$ cat src/hdl/ufl_pkg.sv
// Shared constants for the serial port flag, ninth bit and loop logic
package ufl_pkg;
   // Register byte offsets
   localparam logic [4:0] UFL_OFS_STATUS_ONE = 5'h00;
   localparam logic [4:0] UFL_OFS_CONTROL_ONE = 5'h04;
   localparam logic [4:0] UFL_OFS_CONTROL_TWO = 5'h08;
   localparam logic [4:0] UFL_OFS_CONTROL_THREE = 5'h0C;
   localparam logic [4:0] UFL_OFS_DATA = 5'h10;
   localparam logic [4:0] UFL_OFS_STATUS_TWO = 5'h14;
   localparam logic [4:0] UFL_OFS_EDGE_CTRL = 5'h18;
   // Status one bit positions
   localparam int UFL_S1_TX_EMPTY = 7;
   localparam int UFL_S1_TX_DONE = 6;
   localparam int UFL_S1_RX_FULL = 5;
   localparam int UFL_S1_IDLE = 4;
   localparam int UFL_S1_OVERRUN = 3;
   localparam int UFL_S1_NOISE = 2;
   localparam int UFL_S1_FRAMING = 1;
   localparam int UFL_S1_PARITY = 0;
   // Control one bit positions
   localparam int UFL_C1_LOOP = 7;
   localparam int UFL_C1_SRC = 5;
   localparam int UFL_C1_NINE = 4;
   // Control two bit positions
   localparam int UFL_C2_TX_EMPTY_IE = 7;
   localparam int UFL_C2_TX_DONE_IE = 6;
   localparam int UFL_C2_RX_FULL_IE = 5;
   localparam int UFL_C2_IDLE_IE = 4;
   localparam int UFL_C2_RX_EN = 2;
   // Control three bit positions; low four are error enables
   localparam int UFL_C3_RX_NINTH = 7;
   localparam int UFL_C3_TX_NINTH = 6;
   localparam int UFL_C3_DIR = 5;
   localparam int UFL_C3_OR_IE = 3;
   localparam int UFL_C3_NF_IE = 2;
   localparam int UFL_C3_FE_IE = 1;
   localparam int UFL_C3_PF_IE = 0;
   // Status two and edge control bit positions
   localparam int UFL_S2_BREAK = 7;
   localparam int UFL_S2_EDGE = 6;
   // Reset values
   localparam logic [7:0] UFL_RST_CTRL = 8'h00;
   localparam logic [8:0] UFL_RST_DATA = 9'h000;
   // Stop mode codes on the power controller input
   localparam logic [1:0] UFL_MODE_RUN = 2'h0;
   localparam logic [1:0] UFL_MODE_STOP_LIGHT = 2'h1;
   // Bus data width
   localparam int UFL_WB_DW = 32;
endpackage : ufl_pkg

$ cat src/hdl/ufl_top.sv
// Serial port status flags, interrupt requests, ninth bit, stop and loop logic
// Contract
// RQ1: Three requests: transmit, receive, error groups.
// RQ2: Ten sources each masked; flags stay pollable.
// RQ3: Transmit empty flags buffer room; masked request.
// RQ4: Transmit done only when idle, line high.
// RQ5: Transmit done requests while its enable set.
// RQ6: Receive full clears: status read, data read.
// RQ7: Line quiet clears by same two reads.
// RQ8: Line quiet rearms only after new character.
// RQ9: Error flags set together with receive full.
// RQ10: Overrun discards character, no error flags.
// RQ11: Enabled receiver edge sets flag; write clears.
// RQ12: Nine-bit select gives both directions ninth bit.
// RQ13: Ninth bit copied at shifter load, persists.
// RQ14: Software writes ninth bit before data.
// RQ15: Stop halts clocks; deep stops lose registers.
// RQ16: Edge detector wakes in light stop only.
// RQ17: Software avoids stop during transfers.
// RQ18: Loop mode feeds transmitter to receiver.
// RQ19: Single wire: receiver sees transmitter and pin.
// RQ20: Direction bit picks driving or listening pin.
// RQ21: Single wire receiver hears own characters.
// RQ22: Framing fault blocks new buffer transfers.
// RQ23: Error flags clear by status, data reads.
//
// Chosen here: the placing of the registers and the Wishbone interface to the registers.
`timescale 1ns/100ps
module ufl_top (
   input wire logic mclk,
   input wire logic reset,
   // Wishbone slave
   input wire logic wb_cyc_i,
   input wire logic wb_stb_i,
   input wire logic wb_we_i,
   input wire logic [4:0] wb_adr_i,
   input wire logic [3:0] wb_sel_i,
   input wire logic [ufl_pkg::UFL_WB_DW-1:0] wb_dat_i,
   output logic [ufl_pkg::UFL_WB_DW-1:0] wb_dat_o,
   output logic wb_ack_o,
   // Power controller
   input wire logic [1:0] stop_mode,
   output logic wake_o,
   // Transmitter shifter side
   input wire logic tx_take_i,
   input wire logic tx_idle_i,
   input wire logic tx_serial_i,
   output logic [8:0] tx_data_o,
   output logic tx_load_o,
   // Receiver sampler side
   input wire logic rx_char_valid_i,
   input wire logic [8:0] rx_char_i,
   input wire logic rx_noise_i,
   input wire logic rx_frame_i,
   input wire logic rx_parity_i,
   input wire logic rx_idle_i,
   input wire logic rx_break_i,
   output logic rx_serial_o,
   output logic rx_enable_o,
   output logic nine_bit_o,
   // Serial pins
   input wire logic rxd_pin_i,
   input wire logic txd_pin_i,
   output logic txd_pin_o,
   output logic txd_pin_oe,
   output logic rxd_released_o,
   // Interrupt requests
   output logic irq_tx_o,
   output logic irq_rx_o,
   output logic irq_err_o
);
   // Clock gating by stop mode; deep stops act as reset
   logic run_en;
   logic hold_rst;
   logic edge_live;
   assign run_en = (stop_mode == ufl_pkg::UFL_MODE_RUN); // RQ15
   assign hold_rst = reset | stop_mode[1]; // RQ15
   assign edge_live = run_en | (stop_mode == ufl_pkg::UFL_MODE_STOP_LIGHT); // RQ16

   // Control registers
   logic [7:0] ctrl_one_q;
   logic [7:0] ctrl_two_q;
   logic [7:0] ctrl_three_q;
   logic [7:0] edge_ctrl_q;
   // Flags
   logic tx_full_q, tx_done_q, rx_full_q, idle_q, ovr_q, nf_q, fe_q, pf_q;
   logic edge_q, brk_q, idle_allow_q;
   // Status read snapshot for the two-step clear
   logic [5:0] arm_q;
   logic [8:0] tx_buf_q;
   logic [8:0] rx_buf;
   logic rx_prev_q;
   logic ack_q;

   // Decoded access strobes, valid at the acknowledge edge
   logic acc, rd_s1, rd_data, wr_data, wr_s2;
   assign acc = wb_cyc_i & wb_stb_i & ack_q & run_en;
   assign rd_s1 = acc & ~wb_we_i & (wb_adr_i == ufl_pkg::UFL_OFS_STATUS_ONE);
   assign rd_data = acc & ~wb_we_i & (wb_adr_i == ufl_pkg::UFL_OFS_DATA);
   assign wr_data = acc & wb_we_i & wb_sel_i[0] & (wb_adr_i == ufl_pkg::UFL_OFS_DATA);
   assign wr_s2 = acc & wb_we_i & wb_sel_i[0] & (wb_adr_i == ufl_pkg::UFL_OFS_STATUS_TWO);

   // Receive path events
   logic rx_en, xfer, ovr_ev, edge_ev, clr_full, clr_idle;
   assign rx_en = ctrl_two_q[ufl_pkg::UFL_C2_RX_EN];
   // Framing fault inhibits the buffer, shifter keeps going outside
   assign xfer = rx_char_valid_i & rx_en & run_en & ~fe_q & ~rx_full_q; // RQ22
   assign ovr_ev = rx_char_valid_i & rx_en & run_en & ~fe_q & rx_full_q; // RQ10
   assign clr_full = rd_data & arm_q[5]; // RQ6
   assign clr_idle = rd_data & arm_q[4]; // RQ7

   // Pin routing for normal, loop and single-wire modes
   logic loop_en, src_sel, dir;
   assign loop_en = ctrl_one_q[ufl_pkg::UFL_C1_LOOP];
   assign src_sel = ctrl_one_q[ufl_pkg::UFL_C1_SRC];
   assign dir = ctrl_three_q[ufl_pkg::UFL_C3_DIR];
   always_comb begin
      rx_serial_o = rxd_pin_i;
      txd_pin_o = tx_serial_i;
      txd_pin_oe = 1'b1;
      rxd_released_o = 1'b0;
      if (loop_en && !src_sel) begin
         // Loop: receiver hears transmitter only
         rx_serial_o = tx_serial_i; // RQ18
         rxd_released_o = 1'b1; // RQ18
      end else if (loop_en) begin
         // Single wire: own output looped back while driving
         txd_pin_oe = dir; // RQ20
         rx_serial_o = dir ? tx_serial_i : txd_pin_i; // RQ19 RQ21
         rxd_released_o = 1'b1; // RQ19
      end
   end

   // Falling edge on the selected receive input; idle line is high
   assign edge_ev = rx_prev_q & ~rx_serial_o & rx_en & edge_live; // RQ11 RQ16

   // Acknowledge straight from its register
   assign wb_ack_o = ack_q;

   // Bus acknowledge: one wait cycle, dropped after one cycle
   always_ff @(posedge mclk) begin
      if (hold_rst) begin
         ack_q <= 1'b0;
      end else begin
         ack_q <= wb_cyc_i & wb_stb_i & ~ack_q & run_en;
      end
   end

   // Register read multiplexer; unmapped offsets read zero
   function automatic logic [7:0] read_reg(input logic [4:0] adr);
      logic [7:0] v;
      v = 8'h00;
      case (adr)
         ufl_pkg::UFL_OFS_STATUS_ONE: v = {~tx_full_q, tx_done_q, rx_full_q, idle_q,
                                           ovr_q, nf_q, fe_q, pf_q};
         ufl_pkg::UFL_OFS_CONTROL_ONE: v = ctrl_one_q;
         ufl_pkg::UFL_OFS_CONTROL_TWO: v = ctrl_two_q;
         ufl_pkg::UFL_OFS_CONTROL_THREE: v = {rx_buf[8], ctrl_three_q[6:0]}; // RQ12
         ufl_pkg::UFL_OFS_DATA: v = rx_buf[7:0];
         ufl_pkg::UFL_OFS_STATUS_TWO: v = {brk_q, edge_q, 6'h00};
         ufl_pkg::UFL_OFS_EDGE_CTRL: v = edge_ctrl_q;
         default: v = 8'h00;
      endcase
      return v;
   endfunction : read_reg

   // Read data captured with the acknowledge
   always_ff @(posedge mclk) begin
      if (hold_rst) begin
         wb_dat_o <= 32'h0000_0000;
      end else if (wb_cyc_i && wb_stb_i && !ack_q && run_en) begin
         wb_dat_o <= {24'h000000, read_reg(wb_adr_i)};
      end
   end

   // Software control registers; frozen in light stop, cleared in deep stops
   always_ff @(posedge mclk) begin
      if (hold_rst) begin
         ctrl_one_q <= ufl_pkg::UFL_RST_CTRL;
         ctrl_two_q <= ufl_pkg::UFL_RST_CTRL;
         ctrl_three_q <= ufl_pkg::UFL_RST_CTRL;
         edge_ctrl_q <= ufl_pkg::UFL_RST_CTRL;
      end else if (acc && wb_we_i && wb_sel_i[0]) begin
         case (wb_adr_i)
            ufl_pkg::UFL_OFS_CONTROL_ONE: ctrl_one_q <= wb_dat_i[7:0];
            ufl_pkg::UFL_OFS_CONTROL_TWO: ctrl_two_q <= wb_dat_i[7:0];
            // Received ninth bit position is read-only
            ufl_pkg::UFL_OFS_CONTROL_THREE: ctrl_three_q <= {1'b0, wb_dat_i[6:0]};
            ufl_pkg::UFL_OFS_EDGE_CTRL: edge_ctrl_q <= {wb_dat_i[7:6], 6'h00};
            default: ctrl_one_q <= ctrl_one_q;
         endcase
      end
   end

   // Transmit buffer; a write during a take still lands in the buffer
   always_ff @(posedge mclk) begin
      if (hold_rst) begin
         tx_full_q <= 1'b0;
         tx_buf_q <= ufl_pkg::UFL_RST_DATA;
      end else if (run_en) begin
         if (wr_data) begin
            tx_buf_q <= {1'b0, wb_dat_i[7:0]};
            tx_full_q <= 1'b1; // RQ3
         end else if (tx_take_i && tx_full_q) begin
            tx_full_q <= 1'b0; // RQ3
         end
      end
   end

   // Shifter load: ninth bit sampled from the persistent control bit
   always_ff @(posedge mclk) begin
      if (hold_rst) begin
         tx_data_o <= ufl_pkg::UFL_RST_DATA;
         tx_load_o <= 1'b0;
      end else if (run_en) begin
         tx_load_o <= tx_take_i & tx_full_q;
         if (tx_take_i && tx_full_q) begin
            tx_data_o <= {ctrl_three_q[ufl_pkg::UFL_C3_TX_NINTH] & nine_bit_o,
                          tx_buf_q[7:0]}; // RQ13 RQ12
         end
      end else begin
         tx_load_o <= 1'b0;
      end
   end

   // Transmit done follows the idle, empty, high-line condition
   always_ff @(posedge mclk) begin
      if (hold_rst) begin
         tx_done_q <= 1'b0;
      end else if (run_en) begin
         tx_done_q <= tx_idle_i & ~tx_full_q & ~wr_data & tx_serial_i; // RQ4
      end
   end

   // Snapshot of set flags at a status read, consumed by a data read
   always_ff @(posedge mclk) begin
      if (hold_rst) begin
         arm_q <= 6'h00;
      end else if (rd_s1) begin
         arm_q <= {rx_full_q, idle_q, ovr_q, nf_q, fe_q, pf_q};
      end else if (rd_data) begin
         arm_q <= 6'h00;
      end
   end

   // Receive full flag; a character arriving with the clear counts as overrun, the clear wins
   always_ff @(posedge mclk) begin
      if (hold_rst) begin
         rx_full_q <= 1'b0;
      end else if (run_en) begin
         rx_full_q <= xfer | (rx_full_q & ~clr_full); // RQ6
      end
   end

   // Noise, framing and parity flags latch with the character that sets receive full; overrun latches with a dropped character
   always_ff @(posedge mclk) begin
      if (hold_rst) begin
         nf_q <= 1'b0;
         fe_q <= 1'b0;
         pf_q <= 1'b0;
         ovr_q <= 1'b0;
      end else if (run_en) begin
         nf_q <= (xfer & rx_noise_i) | (nf_q & ~(rd_data & arm_q[2])); // RQ9 RQ23
         fe_q <= (xfer & rx_frame_i) | (fe_q & ~(rd_data & arm_q[1])); // RQ9 RQ23
         pf_q <= (xfer & rx_parity_i) | (pf_q & ~(rd_data & arm_q[0])); // RQ9 RQ23
         ovr_q <= ovr_ev | (ovr_q & ~(rd_data & arm_q[3])); // RQ10 RQ23
      end
   end

   // Line quiet flag with rearm after a received character
   always_ff @(posedge mclk) begin
      if (hold_rst) begin
         idle_q <= 1'b0;
         idle_allow_q <= 1'b1;
      end else if (run_en) begin
         idle_q <= (rx_idle_i & rx_en & idle_allow_q) | (idle_q & ~clr_idle); // RQ7 RQ8
         if (xfer) begin
            idle_allow_q <= 1'b1; // RQ8
         end else if (rx_idle_i && rx_en && idle_allow_q) begin
            idle_allow_q <= 1'b0; // RQ8
         end
      end
   end

   // Receive buffer holds the character and its ninth bit
   ufl_char_buf #(
      .WIDTH(9)
   ) u_rx_buf (
      .mclk(mclk),
      .clr(hold_rst),
      .load(xfer),
      .din({rx_char_i[8] & nine_bit_o, rx_char_i[7:0]}), // RQ12
      .dout(rx_buf)
   );

   // Edge detector runs in light stop too
   always_ff @(posedge mclk) begin
      if (hold_rst) begin
         rx_prev_q <= 1'b1;
         edge_q <= 1'b0;
      end else if (edge_live) begin
         rx_prev_q <= rx_serial_o;
         edge_q <= edge_ev | (edge_q & ~(wr_s2 & wb_dat_i[ufl_pkg::UFL_S2_EDGE])); // RQ11
      end
   end

   // Break detect flag, write one to clear, set wins
   always_ff @(posedge mclk) begin
      if (hold_rst) begin
         brk_q <= 1'b0;
      end else if (run_en) begin
         brk_q <= (rx_break_i & rx_en) | (brk_q & ~(wr_s2 & wb_dat_i[ufl_pkg::UFL_S2_BREAK]));
      end
   end

   // Masked request groups; flags poll regardless of masks
   assign irq_tx_o = (~tx_full_q & ctrl_two_q[ufl_pkg::UFL_C2_TX_EMPTY_IE]) // RQ1 RQ3
                   | (tx_done_q & ctrl_two_q[ufl_pkg::UFL_C2_TX_DONE_IE]); // RQ5
   assign irq_rx_o = (rx_full_q & ctrl_two_q[ufl_pkg::UFL_C2_RX_FULL_IE]) // RQ1 RQ2
                   | (idle_q & ctrl_two_q[ufl_pkg::UFL_C2_IDLE_IE])
                   | (edge_q & edge_ctrl_q[ufl_pkg::UFL_S2_EDGE])
                   | (brk_q & edge_ctrl_q[ufl_pkg::UFL_S2_BREAK]);
   assign irq_err_o = |({ovr_q, nf_q, fe_q, pf_q} & ctrl_three_q[3:0]); // RQ1 RQ2
   // Wake only from light stop on an enabled edge
   assign wake_o = (stop_mode == ufl_pkg::UFL_MODE_STOP_LIGHT) & edge_q
                 & edge_ctrl_q[ufl_pkg::UFL_S2_EDGE]; // RQ16
   assign rx_enable_o = rx_en;
   assign nine_bit_o = ctrl_one_q[ufl_pkg::UFL_C1_NINE]; // RQ12

   // Helper: a status read saw receive full; any gap length until the data read
   logic chk_full_seen_q;
   always_ff @(posedge mclk) begin
      if (hold_rst) begin
         chk_full_seen_q <= 1'b0;
      end else if (rd_s1) begin
         chk_full_seen_q <= rx_full_q;
      end else if (rd_data) begin
         chk_full_seen_q <= 1'b0;
      end
   end
endmodule : ufl_top

$ cat src/hdl/ufl_char_buf.sv
// Receive character buffer with registered read data
`timescale 1ns/100ps
module ufl_char_buf #(
   parameter int WIDTH = 9
) (
   input wire logic mclk,
   input wire logic clr, // Synchronous clear, wins over load
   input wire logic load, // Capture a new character
   input wire logic [WIDTH-1:0] din,
   output logic [WIDTH-1:0] dout
);
   // Holding register, read straight from the flops
   always_ff @(posedge mclk) begin
      if (clr) begin
         dout <= WIDTH'(ufl_pkg::UFL_RST_DATA);
      end else if (load) begin
         dout <= din;
      end
   end
endmodule : ufl_char_buf

$ cat config.mk
export PLATFORM = sky130hd
export DESIGN_NAME = ufl_top
export DESIGN_NICKNAME = d
export VERILOG_FILES = /design/src/hdl/ufl_pkg.sv /design/src/hdl/ufl_top.sv /design/src/hdl/ufl_char_buf.sv
export SDC_FILE = /design/constraint.sdc
export NUM_CORES = 1
export LEC_CHECK = 0
export ABC_CLOCK_PERIOD_IN_PS = 2300
export BUFFER_PORTS_ARGS = -buffer_cell sky130_fd_sc_hd__buf_2
export CORE_ASPECT_RATIO = 1.2
export CORE_UTILIZATION = 51
export CTS_BUF_LIST = sky130_fd_sc_hd__clkbuf_16
export CTS_CLUSTER_DIAMETER = 200
export DETAILED_ROUTE_END_ITERATION = 16
export PLACE_DENSITY = 0.9
export SLEW_MARGIN = 5
export SYNTH_ARGS = -nofsm -noshare
export SYNTH_HDL_FRONTEND = slang
export SYNTH_HIERARCHICAL = 1
export SYNTH_SLANG_ARGS = --single-unit
$ cat constraint.sdc
create_clock -name mclk -period 2.3 [get_ports mclk]
set_clock_uncertainty 0.05 [all_clocks]
set_input_delay 0.46 -clock mclk [delete_from_list [all_inputs] [get_ports mclk]]
set_output_delay 0.46 -clock mclk [all_outputs]
set_load 0.1 [all_outputs]
* Word level (Yosys, flattened, before mapping)
Cells that the tools add are included.
Storage, ports and cells: register bits 79, input port bits 68, output and inout bits 53, word-level logic and storage cells 157
Cells by class: equal/unequal tests 7, multiplexer cells 14, bitwise operators 87, reductions and logical operators 26
Operators by type and width (number):
- AND 1 bit | 56
- one-hot mux 8 bit (7 select lines) | 1
- inverter 1 bit | 16
- AND reduction 2 bit | 8
- == test 5 bit (second input constant) | 3
- OR 1 bit | 14
- 2-to-1 mux 6 bit | 2
- 2-to-1 mux 1 bit | 11
- == test 5 x 4 -> 1 bit (second input constant) | 2
- logical AND 1 bit | 9
- nonzero test 2 bit | 3
- == test 5 x 3 -> 1 bit (second input constant) | 1
- logical NOT 5 bit | 1
- AND 4 bit | 1
- OR reduction 4 bit | 1
- == test 2 x 1 -> 1 bit (second input constant) | 1
- logical NOT 1 bit | 2
- logical NOT 2 bit | 1
- OR reduction 2 bit | 1

* Logic depth before layout (Yosys ltp)
depth in word-level cells 10, depth in mapped cells 6, depth with buffers taken out 5

* Cells and area by module
Netlist, hierarchy kept.
Modules (own cells, without submodules):
- ufl_top | instances 1, cells each 380, area each 3353.2 sq um
- ufl_char_buf | instances 1, cells each 29, area each 319.1 sq um

* Least setup slack after synthesis
OpenSTA, ideal clock, no wires.
path type input port to output port, from input port stop_mode[1], to output port wake_o, arrival 2.672 ns, required time 1.790 ns, slack -0.882 ns, stages on the path 1, buffers on the path 0, path through nor3b_1
Between the ends: longest elaborated chain between the ends 3
Ends and longest elaborated chain:
- start: declaration | RTL line ufl_top.sv:42 | input wire logic [1:0] stop_mode,
- == test 2 x 1 -> 1 bit | RTL line ufl_top.sv:325 | assign wake_o = (stop_mode == ufl_pkg::UFL_MODE_STOP_LIGHT) & edge_q
- AND 1 bit | RTL line ufl_top.sv:325
- AND 1 bit | RTL line ufl_top.sv:326 | & edge_ctrl_q[ufl_pkg::UFL_S2_EDGE];
- end: declaration | RTL line ufl_top.sv:43 | output logic wake_o,
Every way passes these cells.

* Final worst setup path
from register ctrl_one_q[5], to output port rx_serial_o
Between the ends: longest elaborated chain between the ends 3
Ends and longest elaborated chain:
- start: declaration | RTL line ufl_top.sv:81 | logic [7:0] ctrl_one_q;
- start signal: assignment | RTL line ufl_top.sv:179 | ctrl_one_q <= ufl_pkg::UFL_RST_CTRL;
- start signal: assignment | RTL line ufl_top.sv:185 | ufl_pkg::UFL_OFS_CONTROL_ONE: ctrl_one_q <= wb_dat_i[7:0];
- start signal: assignment | RTL line ufl_top.sv:190 | default: ctrl_one_q <= ctrl_one_q;
- logical NOT 1 bit | RTL line ufl_top.sv:122 | if (loop_en && !src_sel) begin
- logical AND 1 bit | RTL line ufl_top.sv:122
- 2-to-1 mux 1 bit | RTL line ufl_top.sv:122
- end: declaration | RTL line ufl_top.sv:58 | output logic rx_serial_o,
Every way passes these cells.

==> results.cfg <==
[floorplan]
rows = 33
die_area_um2 = 7545
fp.coreArea_um2 = 6895
die_width_um = 79.46
start_util = 0.5326
io_pins = 121
fp.dieH_um = 94.96

[yosys]
ys_ff_latch = 79
async_reset_ff_frac = 0
yosys_warnings = 6
syn_avg_cell_area_um2 = 8.979
netlist_instances = 409
synth_edf_count = 0
synth_cell_types = 51
syn_area_um2 = 3672
synth_seq_area_share = 0.4307
synth_top_flop_cell = dfxtp_1

[sta]
hold_violations = 0
rsz0062_at_grt = no
timing.final.max_slew_violations = 0
fmax_ghz = 0.4510
fin_setup_tns_ns = 0
setup_viol = 0
finalCritPeriodShare = 0.9641
finalCriticalPeriod_ns = 2.217

[drt]
drt-total-wl_mm = 9.006
vias = 3214
dr_wl_met3_um = 559
post_drt_wl_per_cell_um = 15.86
drtIter0Drc = 314
avgViaCountPerCell = 5.658
drc = 0
top_layer = met4
drtAntennaViolNets = 0
firstDrtPassIters = 5
drt-met1-wl_mm = 3.736
wl_met2_mm = 4.476

[min_path]
hold_class = in2reg

[placement]
post-dp-hpwl_mm = 6.752
routabilityCongestion = 0.9726
post_dp_cell_area_um2 = 4048
io_buffer_count = 69

[power_and_ir_drop]
ir_worst_vdd_mv = 0.4057
p_leak_uw = 0.001936
powerDensity_nw_per_um2 = 678.8

[status]
status = finished clean

[final_layout]
design_area_um2 = 4319
final_nets = 546
area_delta_synth_final_pct = 17.61
antennaDiodeCount = 0
drive_gt1_frac = 0.2391
num-fill-cells = 588

[setup_path]
crit_slowest_cell = dfxtp_1
worstPathRequired_ns = 1.79
r2r_slack_ns = 0.74
arrival_ns = 1.71
cp-end-kind = primary output
worst-path-max-fanout = 3
cp-start-kind = register
crit_chain = nor2b_4, mux2_2, mux2i_2, inv_1, buf_6
max_stage_delay_ns = 0.35
crit_type = reg2out

[clock_tree]
clkTransAtPathRegs_ns = 0.06
holdBufCountCts = 0
post-cts-setup-buffers = 0
clock_latency_ns = 0.33
numCtsBuffers = 9
htreeDepth = 3
clock-sinks = 79
cts-root-buf = clkbuf_16
cts_tree = built
cts_buffer_depth = 2

[global_routing]
grt_pass1_vias = 3142
grt_max_degree = 36
grt_pass1_wl_mm = 14.95
overflow = 0
antenna_found_initial = 0
track_usage = 0.2612

[flow_run]
maxCapViolCount = 0
power by group:
group          internal, µW  switching (µW)
sequential             1370           0.993
combinational          57.1             277
clock                   709             518
repair_timing:
action,in CTS,in global routing
setup endpoints to repair,1,1
pin swaps,0,0
resized for setup,3,2
cells in the final DEF, fill, tap and decap left out, drive strengths merged, types with 2 or more instances in the layout:
cell / synthesis / layout
inv: 10 / 11
nor2: 35 / 35
a211oi: 4 / 4
a32o: 7 / 7
buf: 33 / 83
nor3: 5 / 5
nand3b: 2 / 2
nand2: 64 / 64
mux2i: 46 / 46
conb: 1 / 24
a311oi: 2 / 2
nor3b: 2 / 2
nor4b: 3 / 3
a22o: 6 / 6
or4: 2 / 2
dfxtp: 79 / 79
nor2b: 3 / 3
o21ai: 14 / 14
a21oi: 20 / 20
nand4: 6 / 6
and3: 7 / 7
clkinv: 2 / 5
clkbuf: 15 / 9
and2: 2 / 2
a22oi: 3 / 3
mux2: 8 / 8
nand3: 8 / 8
nor4bb: 3 / 3
cell usage after synthesis (all sizes together) (2+ instances only):
master | number | area [µm²]
a32o | 7 | 70.07
nor3 | 5 | 25.02
nand3 | 8 | 40.04
buf | 33 | 234.0
nor2 | 35 | 131.4
clkinv | 2 | 7.510
clkbuf | 15 | 56.30
mux2i | 46 | 460.4
and2 | 2 | 12.51
nand2 | 64 | 240.2
a22oi | 3 | 22.52
mux2 | 8 | 90.09
nand3b | 2 | 15.01
a211oi | 4 | 30.03
dfxtp | 79 | 1582
a21oi | 20 | 100.1
nor3b | 2 | 15.01
o21ai | 14 | 70.07
inv | 10 | 37.54
a22o | 6 | 52.55
nor2b | 3 | 18.77
nand4 | 6 | 50.04
nor4b | 3 | 41.29
and3 | 7 | 43.79
a311oi | 2 | 17.52
or4 | 2 | 18.77
nor4bb | 3 | 30.03
worst max-delay path: cells and delay by family (launching register included):
family | cells | cell delay (ns)
multiplexers | 2 | 0.57
flip-flops | 1 | 0.35
buffers and inverters | 2 | 0.28
AND/OR/NAND/NOR | 1 | 0.18
logic make-up after synthesis:
group,after synthesis,synth area share
other cells,1,0.001021
simple gates,150,0.2055
flops,79,0.4307
buf+inv,60,0.09131
mux,54,0.1499
compound gates,65,0.1216
worst paths after layout:
path | start | to | cells after the start
worst min-delay path | reset | tx_data_o[8]$_SDFFE_PP0P_ | 2
worst max register to register | ctrl_two_q[2]$_SDFFE_PP0P_ | u_rx_buf/dout[0]$_SDFFE_PP0P_ | 4
worst min register to register | wb_dat_o[1]$_SDFFE_PP0P_ | wb_dat_o[1]$_SDFFE_PP0P_ | 2
worst max-delay path | ctrl_one_q[5]$_SDFFE_PP0P_ | rx_serial_o | 5
metal layers:
layer | vias to the layer above | GRT usage
met1 | 1522 | 0.3048
met3 | 24 | 0.05024
met2 | 140 | 0.4437
li1 | 1528 | -
met4 | 0 | 0.1485
met5 | - | 0
through the flow:
stage | util | setup WS (ns) | hold WS [ns] | cells | power (µW)
finish | 0.6264 | 0.08266 | 0.2835 | 568 | 2932
global route | 0.6264 | 0.02324 | 0.2761 | 568 | 3028
CTS | 0.6251 | 0.01720 | 0.2707 | 568 | 2944
detailed placement | 0.5870 | 0.1471 | 0.3968 | 554 | 1729
global placement | 0.5870 | 0.1858 | 0.3886 | 554 | 1726
floorplan | - | 0.02034 | 0.3822 | 432 | 1685
sequential cells by signal, indices dropped and copies added (netlist names), 2 cells and up:
| signal | cells |
|---|---|
| ctrl_one_q | 8 |
| edge_ctrl_q | 2 |
| tx_buf_q | 8 |
| tx_data_o | 9 |
| ctrl_two_q | 8 |
| u_rx_buf/dout | 9 |
| arm_q | 6 |
| ctrl_three_q | 7 |
| wb_dat_o | 8 |
cell type report:
class	instances	area [µm²]	share of cell area
clock inverters	5	28.78	0.006663
multi-input cells	293	1861	0.4308
flip-flops and latches	79	1582	0.3662
well taps	87	108.9	0.02520
inverters	12	45.04	0.01043
clock buffers	9	225.2	0.05214
repair buffers	83	469.2	0.1086
Note: power is estimated with default switching activity, not from simulation.
